==> config.mk <==
export PLATFORM = sky130hd
export DESIGN_NAME = lcd_driver_bus_command_unit
export DESIGN_NICKNAME = d
export VERILOG_FILES = /design/src/rtl/lcd_cmd_pkg.sv /design/src/rtl/byte_buffer.sv /design/src/rtl/lcd_driver_bus_command_unit.sv
export SDC_FILE = /design/constraint.sdc
export NUM_CORES = 1
export LEC_CHECK = 0
export BUFFER_PORTS_ARGS = -buffer_cell sky130_fd_sc_hd__clkbuf_2
export CELL_PAD_IN_SITES_DETAIL_PLACEMENT = 1
export CELL_PAD_IN_SITES_GLOBAL_PLACEMENT = 2
export CORE_AREA = 4 4 110 112
export DETAILED_ROUTE_END_ITERATION = 7
export DIE_AREA = 0 0 114 116
export GPL_ROUTABILITY_DRIVEN = 0
export PLACE_DENSITY_LB_ADDON = 0.1
export SYNTH_ARGS = -nofsm -noshare
export SYNTH_HDL_FRONTEND = slang
export SYNTH_HIERARCHICAL = 1
export SYNTH_SLANG_ARGS = --single-unit
==> constraint.sdc <==
create_clock -name clk_i -period 7 [get_ports clk_i]
set_input_delay 1.4 -clock clk_i [delete_from_list [all_inputs] [get_ports clk_i]]
set_output_delay 1.4 -clock clk_i [all_outputs]
set_load 0.01 [all_outputs]
==> src/rtl/lcd_cmd_pkg.sv <==
// Constants and types for the LCD driver bus command unit
package lcd_cmd_pkg;
   localparam logic [5:0] slave_addr_hi = 6'h1C;
   localparam logic [5:0] last_ram_addr = 6'h27;
   localparam logic [5:0] ptr_reset = 6'h00;
   localparam logic [2:0] subaddr_reset = 3'h0;
   localparam int unsigned ram_words = 40;
   localparam int unsigned blink_div1 = 768;
   localparam int unsigned blink_div2 = 1536;
   localparam int unsigned blink_div3 = 3072;
   localparam logic [1:0] mode_static = 2'h1;
   localparam logic [1:0] mode_bp2 = 2'h2;
   localparam logic [1:0] mode_bp3 = 2'h3;
   localparam logic [1:0] mode_bp4 = 2'h0;
   localparam logic [1:0] mode_reset = 2'h1;
   localparam int unsigned cont_bit = 7;
   localparam int unsigned enable_bit = 3;
   localparam int unsigned bias_bit = 2;
   typedef enum logic [2:0] {
      st_idle = 3'h0,
      st_addr = 3'h1,
      st_cmd = 3'h3,
      st_data = 3'h2,
      st_ignore = 3'h6
   } bus_state_t;
endpackage : lcd_cmd_pkg

==> src/rtl/byte_buffer.sv <==
// Two-entry valid/ready buffer for received bytes
module byte_buffer (
   input wire logic clk_i,
   input wire logic rst_i,
   input wire logic in_valid_i,
   input wire logic [8:0] in_data_i,
   output logic in_ready_o,
   output logic out_valid_o,
   input wire logic out_ready_i,
   output logic [8:0] out_data_o
);
   logic [8:0] mem_ff [2];
   logic wr_ptr_ff;
   logic rd_ptr_ff;
   logic [1:0] count_ff;
   wire push = in_valid_i && in_ready_o;
   wire pop = out_valid_o && out_ready_i;
   assign in_ready_o = count_ff != 2'h2;
   assign out_valid_o = count_ff != 2'h0;
   assign out_data_o = mem_ff[rd_ptr_ff];
   always_ff @(posedge clk_i or posedge rst_i) begin
      if (rst_i) begin
         mem_ff[0] <= 9'h000;
         mem_ff[1] <= 9'h000;
         wr_ptr_ff <= 1'b0;
         rd_ptr_ff <= 1'b0;
         count_ff <= 2'h0;
      end else begin
         if (push) begin
            mem_ff[wr_ptr_ff] <= in_data_i;
            wr_ptr_ff <= ~wr_ptr_ff;
         end
         if (pop) begin
            rd_ptr_ff <= ~rd_ptr_ff;
         end
         count_ff <= count_ff + {1'b0, push} - {1'b0, pop};
      end
   end
endmodule : byte_buffer

==> src/rtl/lcd_driver_bus_command_unit.sv <==
// Write-only two-wire slave and command decoder of a segment LCD driver
// Summary of operation
// - Display byte stored only when subaddress counter equals subaddress pins.
// - On mismatch no store, but data pointer still advances.
// - Pointer overflow past last address increments the subaddress counter.
// - Overflow may happen mid byte; later bits go to next device.
// - Blink rate is clock divided by 768, 1536 or 3072; off disables.
// - Alternate-bank blink toggles output bank in static or two-backplane mode.
// - Mode-set bit 3 blanks display when 0, shows when 1.
// - Mode-set is 10 in bits 6:5; bit 2 bias; bits 1:0 drive mode.
// - Slave address 0111 00x, x equal to address select pin.
// - Read accesses are never acknowledged.
// - Non-matching address ignores transfer until next start.
// - Matching device acknowledges address and every command byte that fits in the buffer.
// - Command bit 7 continues commands; zero makes later bytes display data.
// - Data bytes acknowledged only when subaddress pins match counter.
// - Bit 6 zero loads six low bits into data pointer.
// - Bits 6:3 equal 1100 load subaddress counter.
// - Bits 6:2 equal 11110 select input bank bit 1, output bank bit 0.
// - Bank value 0 selects RAM bit 0 or bits 0-1; 1 selects 2 or 2-3.
// - Bank-select ignored in three or four backplane modes.
// - Blink-select is 1110 in bits 6:3; bit 2 mode; bits 1:0 rate.
// - Pointer advances 8, 4, 3 or 2 per byte by drive mode.
module lcd_driver_bus_command_unit
   import lcd_cmd_pkg::*;
(
   input wire logic clk_i,
   input wire logic rst_i,
   input wire logic scl_i,
   input wire logic sda_i,
   output logic sda_o,
   output logic sda_oe_o,
   input wire logic hw_subaddr_pin_bit0,
   input wire logic hw_subaddr_pin_bit1,
   input wire logic hw_subaddr_pin_bit2,
   input wire logic slave_addr_lsb_pin,
   output logic ram_we_o,
   output logic [5:0] ram_addr_o,
   output logic [3:0] ram_bit_mask_o,
   output logic [3:0] ram_wdata_o,
   input wire logic ram_ready_i,
   output logic display_enable_o,
   output logic bias_half_o,
   output logic [1:0] drive_mode_o,
   output logic [1:0] blink_rate_field,
   output logic blink_alt_o,
   output logic blink_phase_o,
   output logic input_bank_o,
   output logic output_bank_o,
   output logic [5:0] data_ptr_o,
   output logic [2:0] subaddr_cnt_o
);
   bus_state_t state_ff;
   bus_state_t nxt_state;
   logic scl_d_ff;
   logic sda_d_ff;
   logic [7:0] shift_ff;
   logic [3:0] bitcnt_ff;
   logic ack_ff;
   logic ack_pend_ff;
   logic enable_ff;
   logic bias_ff;
   logic [1:0] mode_ff;
   logic [1:0] brate_ff;
   logic balt_ff;
   logic ibank_ff;
   logic obank_ff;
   logic [5:0] ptr_ff;
   logic [2:0] sub_ff;
   logic [11:0] bdiv_ff;
   logic bphase_ff;
   logic [2:0] bit_idx_ff;
   logic [7:0] dbyte_ff;
   logic busy_ff;
   logic [8:0] buf_out;
   logic buf_valid;
   logic buf_in_ready;
   wire [2:0] hw_sub = {hw_subaddr_pin_bit2, hw_subaddr_pin_bit1, hw_subaddr_pin_bit0};
   wire scl_rise = scl_i && !scl_d_ff;
   wire scl_fall = !scl_i && scl_d_ff;
   wire start_cond = scl_i && scl_d_ff && sda_d_ff && !sda_i;
   wire stop_cond = scl_i && scl_d_ff && !sda_d_ff && sda_i;
   wire byte_done = scl_rise && bitcnt_ff == 4'h7;
   wire [7:0] rx_byte = {shift_ff[6:0], sda_i};
   wire addr_match = rx_byte[7:2] == slave_addr_hi && rx_byte[1] == slave_addr_lsb_pin
      && !rx_byte[0];
   wire sub_match = sub_ff == hw_sub;
   // Decode from buffer head: the shifter may already hold a later byte
   wire [7:0] cmd_byte = buf_out[7:0];
   wire is_mode = cmd_byte[6:5] == 2'h2;
   wire is_ptr = !cmd_byte[6];
   wire is_dev = cmd_byte[6:3] == 4'hC;
   wire is_bank = cmd_byte[6:2] == 5'h1E;
   wire is_blink = cmd_byte[6:3] == 4'hE;
   wire cmd_take = buf_valid && !buf_out[8] && !busy_ff;
   wire data_take = buf_valid && buf_out[8] && !busy_ff;
   wire bank_ok = mode_ff == mode_static || mode_ff == mode_bp2;
   logic [2:0] bits_per_word;
   always_comb begin
      case (mode_ff)
         mode_static: bits_per_word = 3'h1;
         mode_bp2: bits_per_word = 3'h2;
         mode_bp3: bits_per_word = 3'h3;
         default: bits_per_word = 3'h4;
      endcase
   end
   wire last_in_word = {1'b0, bit_idx_ff} + 4'h1 >= {1'b0, bits_per_word};
   wire [1:0] row_base = (bank_ok && ibank_ff) ? 2'h2 : 2'h0;
   wire [1:0] row = row_base + bit_idx_ff[1:0];
   logic [2:0] dbyte_cnt_ff;
   wire [2:0] bit_pos = 3'h7 - dbyte_cnt_ff;
   // Byte end closes a part-filled word, so 1:3 mode skips bit 2 of the third word
   wire word_end = last_in_word || dbyte_cnt_ff == 3'h7;
   logic [11:0] blink_limit;
   always_comb begin
      case (brate_ff)
         2'h1: blink_limit = 12'(blink_div1 / 2 - 1);
         2'h2: blink_limit = 12'(blink_div2 / 2 - 1);
         2'h3: blink_limit = 12'(blink_div3 / 2 - 1);
         default: blink_limit = 12'h000;
      endcase
   end

   wire last_bit_done = busy_ff && dbyte_cnt_ff == 3'h7 && ram_ready_i;
   // Buffer decouples bus from RAM writes; ack decided when byte completes
   byte_buffer u_buf (
      .clk_i(clk_i),
      .rst_i(rst_i),
      .in_valid_i(byte_done && (state_ff == st_cmd || state_ff == st_data)),
      .in_data_i({state_ff == st_data, rx_byte}),
      .in_ready_o(buf_in_ready),
      .out_valid_o(buf_valid),
      .out_ready_i(cmd_take || (busy_ff && last_bit_done)),
      .out_data_o(buf_out)
   );

   // start resets decoder, ignore until start
   always_comb begin
      nxt_state = state_ff;
      case (state_ff)
         st_idle: nxt_state = st_idle;
         st_addr: if (byte_done) nxt_state = addr_match ? st_cmd : st_ignore;
         st_cmd: if (byte_done && !rx_byte[cont_bit]) nxt_state = st_data;
         st_data: nxt_state = st_data;
         st_ignore: nxt_state = st_ignore;
         default: nxt_state = st_idle;
      endcase
      if (stop_cond) nxt_state = st_idle;
      if (start_cond) nxt_state = st_addr;
   end

   always_ff @(posedge clk_i or posedge rst_i) begin
      if (rst_i) begin
         state_ff <= st_idle;
         scl_d_ff <= 1'b1;
         sda_d_ff <= 1'b1;
         shift_ff <= 8'h00;
         bitcnt_ff <= 4'h0;
      end else begin
         state_ff <= nxt_state;
         scl_d_ff <= scl_i;
         sda_d_ff <= sda_i;
         if (start_cond) begin
            bitcnt_ff <= 4'h0;
         end else if (scl_rise && bitcnt_ff < 4'h8) begin
            shift_ff <= rx_byte;
            bitcnt_ff <= bitcnt_ff + 4'h1;
         end else if (scl_fall && bitcnt_ff == 4'h9) begin
            bitcnt_ff <= 4'h0;
         end else if (scl_rise && bitcnt_ff == 4'h8) begin
            bitcnt_ff <= 4'h9;
         end
      end
   end

   // ack address and commands, data ack on subaddress match
   wire ack_now = byte_done && (
      (state_ff == st_addr && addr_match) ||
      (state_ff == st_cmd && buf_in_ready) ||
      (state_ff == st_data && buf_in_ready && sub_match));
   always_ff @(posedge clk_i or posedge rst_i) begin
      if (rst_i) begin
         ack_pend_ff <= 1'b0;
         ack_ff <= 1'b0;
      end else begin
         if (start_cond || stop_cond) begin
            ack_pend_ff <= 1'b0;
            ack_ff <= 1'b0;
         end else if (byte_done) begin
            ack_pend_ff <= ack_now;
         end else if (scl_fall && bitcnt_ff == 4'h8) begin
            ack_ff <= ack_pend_ff;
         end else if (scl_fall && bitcnt_ff == 4'h9) begin
            ack_ff <= 1'b0;
         end
      end
   end
   // Open drain: enable is low while pulling the line low
   assign sda_o = 1'b0;
   assign sda_oe_o = !ack_ff;

   // Command execution
   always_ff @(posedge clk_i or posedge rst_i) begin
      if (rst_i) begin
         enable_ff <= 1'b0;
         bias_ff <= 1'b0;
         mode_ff <= mode_reset;
         brate_ff <= 2'h0;
         balt_ff <= 1'b0;
         ibank_ff <= 1'b0;
         obank_ff <= 1'b0;
      end else if (cmd_take) begin
         if (is_mode) begin
            enable_ff <= cmd_byte[enable_bit];
            bias_ff <= cmd_byte[bias_bit];
            mode_ff <= cmd_byte[1:0];
         end
         if (is_bank && bank_ok) begin
            ibank_ff <= cmd_byte[1];
            obank_ff <= cmd_byte[0];
         end
         if (is_blink) begin
            balt_ff <= cmd_byte[2];
            brate_ff <= cmd_byte[1:0];
         end
      end
   end

   // Data path: one bit per clock so overflow mid byte works
   always_ff @(posedge clk_i or posedge rst_i) begin
      if (rst_i) begin
         ptr_ff <= ptr_reset;
         sub_ff <= subaddr_reset;
         busy_ff <= 1'b0;
         dbyte_cnt_ff <= 3'h0;
         bit_idx_ff <= 3'h0;
         dbyte_ff <= 8'h00;
      end else if (cmd_take) begin
         if (is_ptr) ptr_ff <= cmd_byte[5:0];
         if (is_dev) sub_ff <= cmd_byte[2:0];
         bit_idx_ff <= 3'h0;
      end else if (data_take) begin
         busy_ff <= 1'b1;
         dbyte_ff <= buf_out[7:0];
         dbyte_cnt_ff <= 3'h0;
      end else if (busy_ff && ram_ready_i) begin
         dbyte_cnt_ff <= dbyte_cnt_ff + 3'h1;
         if (dbyte_cnt_ff == 3'h7) busy_ff <= 1'b0;
         if (word_end) begin
            bit_idx_ff <= 3'h0;
            // overflow wraps pointer and bumps counter
            if (ptr_ff == last_ram_addr) begin
               ptr_ff <= ptr_reset;
               sub_ff <= sub_ff + 3'h1;
            end else begin
               ptr_ff <= ptr_ff + 6'h01;
            end
         end else begin
            bit_idx_ff <= bit_idx_ff + 3'h1;
         end
      end
   end
   // 1:3 mode leaves third-word bit 2 alone: byte ends after eight bits
   // write strobe gated by subaddress match
   assign ram_we_o = busy_ff && sub_match;
   assign ram_addr_o = ptr_ff;
   assign ram_bit_mask_o = 4'h1 << row;
   assign ram_wdata_o = {4{dbyte_ff[bit_pos]}};

   // blink divider, half period toggles phase
   always_ff @(posedge clk_i or posedge rst_i) begin
      if (rst_i) begin
         bdiv_ff <= 12'h000;
         bphase_ff <= 1'b0;
      end else if (brate_ff == 2'h0) begin
         bdiv_ff <= 12'h000;
         bphase_ff <= 1'b0;
      end else if (bdiv_ff >= blink_limit) begin
         bdiv_ff <= 12'h000;
         bphase_ff <= ~bphase_ff;
      end else begin
         bdiv_ff <= bdiv_ff + 12'h001;
      end
   end

   assign display_enable_o = enable_ff;
   assign bias_half_o = bias_ff;
   assign drive_mode_o = mode_ff;
   assign blink_rate_field = brate_ff;
   assign blink_alt_o = balt_ff;
   assign blink_phase_o = bphase_ff;
   assign input_bank_o = ibank_ff;
   assign output_bank_o = bank_ok && (obank_ff ^ (balt_ff && bphase_ff));
   assign data_ptr_o = ptr_ff;
   assign subaddr_cnt_o = sub_ff;
endmodule : lcd_driver_bus_command_unit

==> results of run 1 <==
final timing paths:
| kind | to | cells past startpoint | start |
|---|---|---|---|
| hold reg to reg | dbyte_ff[1] | 1 | dbyte_ff[1] |
| setup reg to reg | obank_ff | 5 | u_buf/rd_ptr_ff |
| setup / recovery | ram_we_o | 5 | hw_subaddr_pin_bit1 |
| min in group asynchronous | u_buf/mem_ff[3] | 2 | rst_i |
| max in group asynchronous | bdiv_ff[9] | 3 | rst_i |
| hold / removal | dbyte_ff[1] | 1 | dbyte_ff[1] |
routing by layer:
metal | up-vias | share of wire (%) | GRT usage, % | wire length (um)
li1 | 1592 | - | - | -
met1 | 1671 | 50 | 23.8 | 5270
met2 | 42 | 46 | 26.9 | 4910
met3 | 15 | 2.6 | 3.03 | 274
met4 | 0 | 1.8 | 6.65 | 195
met5 | - | 0 | 0 | 0
report_power, final:
group / internal [uW] / total (uW) / switching [uW]
registers: 567 / 665 / 98.8
logic: 144 / 328 / 183
clock network: 311 / 515 / 205
cell usage in the layout, fill, tap and decap left out, drive strengths merged, types with 8 or more instances in the layout:
cell | netlist | final
a21oi | 15 | 15
clkbuf | 4 | 52
dfrtp | 83 | 83
ha | 21 | 21
inv | 17 | 17
mux2 | 47 | 47
nand2 | 42 | 42
nand3 | 15 | 15
nor2 | 41 | 41
nor3 | 8 | 8
o21ai | 19 | 19
xnor2 | 8 | 8
xor2 | 11 | 11
sequential cells by signal (all words and copies together), names as in the netlist, 2 cells and up:
name	cells
u_buf/mem_ff	18
bdiv_ff	12
dbyte_ff	8
shift_ff	7
data_ptr_o	6
bitcnt_ff	4
bit_idx_ff	3
dbyte_cnt_ff	3
state_ff	3
subaddr_cnt_o	3
blink_rate_field	2
drive_mode_o	2
u_buf/count_ff	2
metrics by stage:
stage | total power, uW | cells
2_1_floorplan | 892 | 431
3_3_place_gp | 992 | 601
3_5_place_dp | 1010 | 601
4_1_cts | 1530 | 617
5_1_grt | 1610 | 617
6_report | 1510 | 617
worst max-delay path: stages:
cell	delay, ns
clkbuf_2	0.09
xor2_1	0.14
nor3_1	0.25
and2_1	0.17
clkbuf_2	0.13
layout make-up:
cell class,count,area (sq um),share of cell area (%)
clock buffer,9,225,4.32
clock inverter,7,88.8,1.70
inverter,17,63.8,1.22
multi-input combinational,310,2270,43.5
sequential,86,2160,41.4
tap,143,179,3.43
timing repair buffer,45,230,4.42
cells by family (layout without fill, tap and decap cells):
kind of cell	Yosys count	count (layout)	synth area share [%]
fa+ha+maj	21	21	5.70
mux	51	51	12.9
buf+inv	35	78	4.04
compound gates	68	68	9.91
simple gates	150	150	17.0
xor+xnor	19	19	3.61
flops	86	86	46.8
other cells	1	1	0.0813
==> out/metrics.cfg, run 1 <==
[outcome]
status=finished, final reports clean

[timing]
finalSetupViolCount=0
setup_ws_ns=3.42
slew_viol_final=0
skew_ns=0.00527
max_slew_margin_pct=34.3
rsz0062_at_grt=false
finalSetupTns_ns=0
timing.final.crit_share_pct=51.1
period_needed_ns=3.58
hold_violations=0
hold_ws_ns=0.501
clock.fmax_mhz=280
worst_slew_pin_slew_ns=0.981

[detailed_routing]
drt-vias-per-instance=5.38
avgRoutedWirePerCell_um=17.3
wirelength_mm=10.7
ant_nets=0
first_pass_iters=4
route.detailed.drc=0
vias=3320
drtIter0Drc=126

[synth]
synth_fp_nets=461
synth_top_area_cell=dfrtp_1
async_flop_share_pct=100
synth_area_leaders=dfrtp_1, mux2_2, ha_1
syn-mean-instance-area_sq_um=10.7
synth.cell_area_sq_um=4610
yosys_warnings=6
yosysMostFrequentCell=dfrtp_1
ys_top_cells_by_count=dfrtp_1, mux2_2, nand2_1
synth.distinct_cells=65
seq_area_frac_synth_pct=46.8
netlist.area_leader.share_pct=45.0
ys_seq_elements=86
ys.flop_type=dfrtp_1
synth_cells=431
synth-edff-count=0

[floorplanning]
start_util_pct=41.1
pin_count=45
die_area_sq_um=13200
core-area_sq_um=11200
die_height_um=116
fp-row-count=39
die_w_um=114

[finish]
fillerInstances=1269
n_antenna_cell=0
drive_above_1_share_pct=27.0
final_area_sq_um=5210
syn_to_final_growth_pct=13.0
layout.nets=499
final_util_pct=46.4

[clock_tree]
cts_buffers=9
post_cts_buffers=0
hold_buffers=0
h-tree-depth=3
cts.path.max_buffers=2
clk_latency_ns=0.34
cts_tree=built
clkTransAtPathRegs_ns=0.06
clock-sinks=86
cts-root-buf=clkbuf_16
cts_resized=0

[worst_hold_path]
hp-class=reg -> reg

[grt]
grt_pass1_vias=3516
grt_pass1_wl_mm=17.8
grt_max_degree=65
grt_overflow=0
grtUsageTotal_pct=17.2
antenna_found_initial=0

[critical_path]
arrival_ns=2.18
worstSetupEndpointType=output port
cp_max_fo=2
ff2ff_setup_slack_ns=3.95
start_kind=input port
crit_type=in -> out
crit_required_ns=5.60

[placement]
dpl_worst_slack_ns=3.40
io_buffer_count=43
placed_area_sq_um=4900
hpwl_mm=7.63

[job]
cap_violations=0

[power]
powerDensity_nw_per_um2=289
ir_drop_mv=0.114
leakagePower_uw=0.00244

(Power assumes the default switching activity.)
==> inputs of run 2 (changes only) <==
CORE_AREA = 4 4 120 122   (was 4 4 110 112)
DIE_AREA = 0 0 124 126   (was 0 0 114 116)
clock period = 3 ns   (was 7 ns; I/O delays follow)
==> out/metrics.cfg, run 2 (synthesized netlist as in run 1, its figures left out) <==
[power]
powerDensity_nw_per_um2=654  ; was 289 nW/um^2
combPwrFrac_pct=23.0  ; was 21.7%
leakagePower_uw=0.00246  ; was 0.00244 uW
netSwitchingFraction_pct=32.6  ; was 32.3%
internal_power_uw=2320  ; was 1020 uW
power_frac_clock_pct=32.1  ; was 34.2%
ir_drop_mv=0.262  ; was 0.114 mV
p_sw_uw=1120  ; was 487 uW
p_seq_share_pct=45.0  ; was 44.1%

[job]
cap_violations=0  ; unchanged

[timing]
hold_violations=0  ; unchanged
timing.final.crit_share_pct=86.1
finalSetupViolCount=0  ; unchanged
setup_ws_ns=0.418  ; was 3.42 ns
rsz0062_at_grt=false  ; unchanged
slew_viol_final=0  ; unchanged
finalSetupTns_ns=0  ; unchanged
period_needed_ns=2.58
skew_ns=0.00482  ; was 0.00527 ns
clock.fmax_mhz=387
worst_slew_pin_slew_ns=0.867  ; was 0.981 ns
max_slew_margin_pct=42.1  ; was 34.3%
hold_ws_ns=0.362  ; was 0.501 ns

[grt]
antenna_found_initial=0  ; unchanged
grtUsageTotal_pct=15.1  ; was 17.2%
grt_max_degree=65  ; unchanged
grt_overflow=0  ; unchanged
grt_pass1_wl_mm=18.6  ; was 17.8 mm
grt_pass1_vias=3510  ; was 3516

[detailed_routing]
wirelength_mm=10.9  ; was 10.7 mm
drtIter0Drc=130  ; was 126
route.detailed.drc=0  ; unchanged
drt-vias-per-instance=5.14  ; was 5.38
vias=3368  ; was 3320
ant_nets=0  ; unchanged
avgRoutedWirePerCell_um=16.7  ; was 17.3 um
first_pass_iters=4  ; unchanged

[floorplanning]
die_height_um=126  ; was 116 um
pin_count=45  ; unchanged
core-area_sq_um=13200  ; was 11200 sq um
fp-row-count=42  ; was 39
die_w_um=124  ; was 114 um
start_util_pct=35.0  ; was 41.1%
die_area_sq_um=15600  ; was 13200 sq um

[clock_tree]
hold_buffers=0  ; unchanged
cts_tree=built  ; unchanged
clkTransAtPathRegs_ns=0.06  ; about the same
cts_resized=0  ; unchanged
post_cts_buffers=0  ; unchanged
clock-sinks=86  ; unchanged
cts-root-buf=clkbuf_16  ; unchanged
cts.path.max_buffers=2  ; unchanged
clk_latency_ns=0.34  ; about the same
h-tree-depth=3  ; unchanged
cts_buffers=9  ; unchanged

[critical_path]
ff2ff_setup_slack_ns=0.63  ; was 3.95 ns
crit_required_ns=2.40  ; was 5.60 ns
cp_max_fo=4  ; was 2
start_kind=register  ; was input port
worstSetupEndpointType=output port  ; unchanged
timing.rr.end=subaddr_cnt_o[2]  ; was obank_ff
rr_worst_depth=8  ; was 5
arrival_ns=1.98  ; was 2.18 ns
r2r-start=bit_idx_ff[0]  ; was u_buf/rd_ptr_ff
crit_type=reg -> out  ; was in -> out

[finish]
fillerInstances=1479  ; was 1269
syn_to_final_growth_pct=14.3  ; was 13.0%
largestRegisters=u_buf/mem_ff (18), bdiv_ff (12), dbyte_ff (8)  ; unchanged
top_register=u_buf/mem_ff  ; unchanged
n_antenna_cell=0  ; unchanged
drive_above_1_share_pct=27.3  ; was 27.0%
layout.nets=504  ; was 499
final_cells=655  ; was 617
final_cell_mix=dfrtp_1, mux2_2, clkbuf_2  ; unchanged
multi_input_area_sq_um=2270  ; unchanged
layout_commonest_cell=dfrtp_1  ; unchanged
largest_reg_flops=18  ; unchanged
final_util_pct=40.0  ; was 46.4%
regArea_sq_um=2160  ; unchanged

[placement]
dp.cells=639  ; was 601
io_buffer_count=43  ; unchanged
hpwl_mm=7.85  ; was 7.63 mm
dpl_worst_slack_ns=0.553  ; was 3.40 ns

[outcome]
status=finished, final reports clean  ; unchanged

[worst_hold_path]
hp-class=in -> async  ; was reg -> reg

## run 2: stage by stage
| step | total power [uW] | cell area, sq um |
|---|---|---|
| finish | 3450 | 5270 |
| global route | 3700 | 5270 |
| CTS | 3510 | 5270 |
| detailed placement | 2390 | 4990 |
| global placement | 2360 | 4990 |
| floorplan | 2080 | 4610 |
## run 2: critical path, cell delays in order (launching register included)
cell	delay, ns
dfstp_2	0.57
inv_1	0.08
ha_1	0.34
nand2_1	0.09
xor2_1	0.25
nor2b_1	0.17
clkbuf_2	0.14
## run 2: cell type report
type	instances	area share (%)
repair buffers	50	5.32
inverters	17	1.21
clock buffers	11	4.41
clock inverters	5	0.949
well taps	176	4.18
multi-input cells	310	43.0
flip-flops and latches	86	40.9
## run 2: how the worst max path moves through the flow
stage	endpoint	slack, ns	depth (start not counted)	startpoint
5_1_grt	ram_bit_mask_o[0]	0.25	6	drive_mode_o[0]
2_1_floorplan	u_buf/count_ff[1]	0.73	10	u_buf/rd_ptr_ff
4_1_cts	ram_bit_mask_o[0]	0.36	6	drive_mode_o[0]
3_3_place_gp	u_buf/count_ff[1]	0.62	9	scl_i
3_5_place_dp	u_buf/count_ff[1]	0.55	9	scl_i
6_report	ram_bit_mask_o[0]	0.42	6	drive_mode_o[0]
## run 2: power groups by stage
stage,Sequential (uW),Clock [uW],Combinational [uW]
floorplan,1520,0,559
global placement,1570,0,788
detailed placement,1580,0,809
global route,1600,1190,913
CTS,1560,1140,812
finish,1550,1100,791
## run 2: metal layers
metal	GRT usage [%]	wire length (um)	vias up
li1	-	-	1616
met1	21.9	5430	1698
met2	22.7	5020	41
met3	2.56	263	13
met4	5.67	191	0
met5	0	0	-
==> inputs of run 3 (changes only) <==
BUFFER_PORTS_ARGS = not set   (was -buffer_cell sky130_fd_sc_hd__clkbuf_2)
CAP_MARGIN = 30   (was not set)
CORE_AREA = 4 4 116 118   (was 4 4 120 122)
DIE_AREA = 0 0 120 122   (was 0 0 124 126)
DONT_BUFFER_PORTS = 1   (was not set)
==> out/metrics.cfg, run 3 (synthesized netlist as in run 1, its figures left out) <==
[outcome]
status=finished, final reports clean  ; unchanged

[detailed_routing]
ant_nets=0  ; unchanged
route.detailed.drc=0  ; unchanged
vias=3206  ; was 3368
first_pass_iters=4  ; unchanged
met1Wirelength_mm=4.99  ; was 5.43 mm
wirelength_mm=10.5  ; was 10.9 mm
avgRoutedWirePerCell_um=17.3  ; was 16.7 um
drtIter0Drc=102  ; was 130
maxUsedRoutingLayer=met4  ; unchanged
drt-vias-per-instance=5.27  ; was 5.14
wl_met3_um=439  ; was 263 um
wl_met2_mm=4.84  ; was 5.02 mm

[timing]
hold_violations=0  ; unchanged
skew_ns=0.00461  ; was 0.00482 ns
rsz0062_at_grt=false  ; unchanged
worst_slew_pin_slew_ns=0.820  ; was 0.867 ns
max_slew_margin_pct=45.3  ; was 42.1%
timing.final.crit_share_pct=85.8  ; was 86.1%
finalSetupTns_ns=0  ; unchanged
period_needed_ns=2.58  ; about the same
clock.fmax_mhz=388  ; was 387 MHz
finalSetupViolCount=0  ; unchanged
setup_ws_ns=0.425  ; was 0.418 ns
slew_viol_final=0  ; unchanged

[critical_path]
r2r-start=drive_mode_o[0]  ; was bit_idx_ff[0]
path_cells=inv_1, ha_1, nand2_1, xor2_1, nor2b_1  ; was inv_1, ha_1, nand2_1, xor2_1, nor2b_1, clkbuf_2
crit_required_ns=2.40  ; about the same
cp_max_fo=4  ; unchanged
critical_path_depth=5  ; was 6
critPathMaxStageDelay_ns=0.59  ; was 0.57 ns
arrival_ns=1.98  ; about the same
start_kind=register  ; unchanged
timing.rr.end=data_ptr_o[0]  ; was subaddr_cnt_o[2]
slowest_stage=dfstp_2  ; unchanged
cpLargestDelayFamily=flip-flops  ; unchanged
cp_num_buf_inv=1  ; was 2
crit_type=reg -> out  ; unchanged
ff2ff_setup_slack_ns=0.62  ; was 0.63 ns
worstSetupEndpointType=output port  ; unchanged
rr_worst_depth=9  ; was 8

[clock_tree]
clk_latency_ns=0.34  ; about the same
clock-sinks=86  ; unchanged
cts_tree=built  ; unchanged
h-tree-depth=3  ; unchanged
post_cts_buffers=0  ; unchanged
clkTransAtPathRegs_ns=0.06  ; about the same
cts.path.max_buffers=2  ; unchanged
cts_resized=0  ; unchanged
hold_buffers=0  ; unchanged
cts-root-buf=clkbuf_16  ; unchanged
cts_buffers=9  ; unchanged

[power]
leakagePower_uw=0.00227  ; was 0.00246 uW
netSwitchingFraction_pct=32.6  ; about the same
combPwrFrac_pct=19.8  ; was 23.0%
power_frac_clock_pct=32.3  ; was 32.1%
p_sw_uw=1080  ; was 1120 uW
internal_power_uw=2240  ; was 2320 uW
finalPower_uw=3320  ; was 3450 uW
powerDensity_nw_per_um2=657  ; was 654 nW/um^2
ir_drop_mv=0.223  ; was 0.262 mV
p_seq_share_pct=47.9  ; was 45.0%

[placement]
io_buffer_count=0  ; was 43
dpl_worst_slack_ns=0.625  ; was 0.553 ns
dp.cells=592  ; was 639
hpwl_mm=7.68  ; was 7.85 mm

[finish]
final_cell_mix=dfrtp_1, mux2_2, nand2_1  ; was dfrtp_1, mux2_2, clkbuf_2
drive_above_1_share_pct=20.4  ; was 27.3%
final_util_pct=40.6  ; was 40.0%
n_antenna_cell=0  ; unchanged
final_cells=608  ; was 655
largest_reg_flops=18  ; unchanged
layout_commonest_cell=dfrtp_1  ; unchanged
top_register=u_buf/mem_ff  ; unchanged
syn_to_final_growth_pct=9.66  ; was 14.3%
layout.nets=461  ; was 504
largestRegisters=u_buf/mem_ff (18), bdiv_ff (12), dbyte_ff (8)  ; unchanged

[grt]
grt_pass1_wl_mm=18.1  ; was 18.6 mm
grt_pass1_vias=3415  ; was 3510
grt_overflow=0  ; unchanged
grt_max_degree=41  ; was 65
antenna_found_initial=0  ; unchanged
grtUsageTotal_pct=15.8  ; was 15.1%

[floorplanning]
die_w_um=120  ; was 124 um
die_area_sq_um=14600  ; was 15600 sq um
fp-row-count=41  ; was 42
start_util_pct=37.0  ; was 35.0%
core-area_sq_um=12500  ; was 13200 sq um
pin_count=45  ; unchanged
die_height_um=122  ; was 126 um

[worst_hold_path]
hp-class=in -> async  ; unchanged

[job]
cap_violations=0  ; unchanged

run 3: worst max path at each step:
stage                          from           endpoint
floorplan           u_buf/rd_ptr_ff  u_buf/count_ff[1]
global placement      bit_idx_ff[0]   subaddr_cnt_o[2]
detailed placement  drive_mode_o[0]   subaddr_cnt_o[2]
CTS                 drive_mode_o[0]  ram_bit_mask_o[0]
global route        drive_mode_o[0]  ram_bit_mask_o[0]
finish              drive_mode_o[0]  ram_bit_mask_o[0]
run 3: layer usage:
metal,GRT usage (%),up-vias
li1,-,1523
met1,21.6,1617
met2,24.0,53
met3,3.48,13
met4,7.30,0
met5,0,-
run 3: cell type report:
cell class | count | area, sq um
clock buffer | 13 | 270
tap | 172 | 215
sequential | 86 | 2160
clock inverter | 3 | 17.5
inverter | 17 | 63.8
timing repair buffer | 7 | 65.1
fill | 1392 | 7410
multi-input combinational | 310 | 2270
run 3: power groups by stage:
stage / registers (uW) / clock network, uW / logic [uW]
2_1_floorplan: 1520 / 0 / 559
3_3_place_gp: 1610 / 0 / 649
3_5_place_dp: 1620 / 0 / 663
4_1_cts: 1600 / 1120 / 670
5_1_grt: 1640 / 1180 / 754
6_report: 1590 / 1070 / 658
run 3: worst register-to-register path: cells and delay by family (launching register included):
family,cells,cell delay [ns]
buf+inv,1,0.09
simple gates,3,0.60
compound gates,3,0.66
flops,1,0.59
fa+ha+maj,2,0.37
run 3: stage by stage:
stage	hold WS [ns]	instance area, sq um
CTS	0.212	5060
floorplan	0.445	4610
finish	0.199	5060
detailed placement	0.475	4770
global placement	0.472	4770
global route	0.231	5060
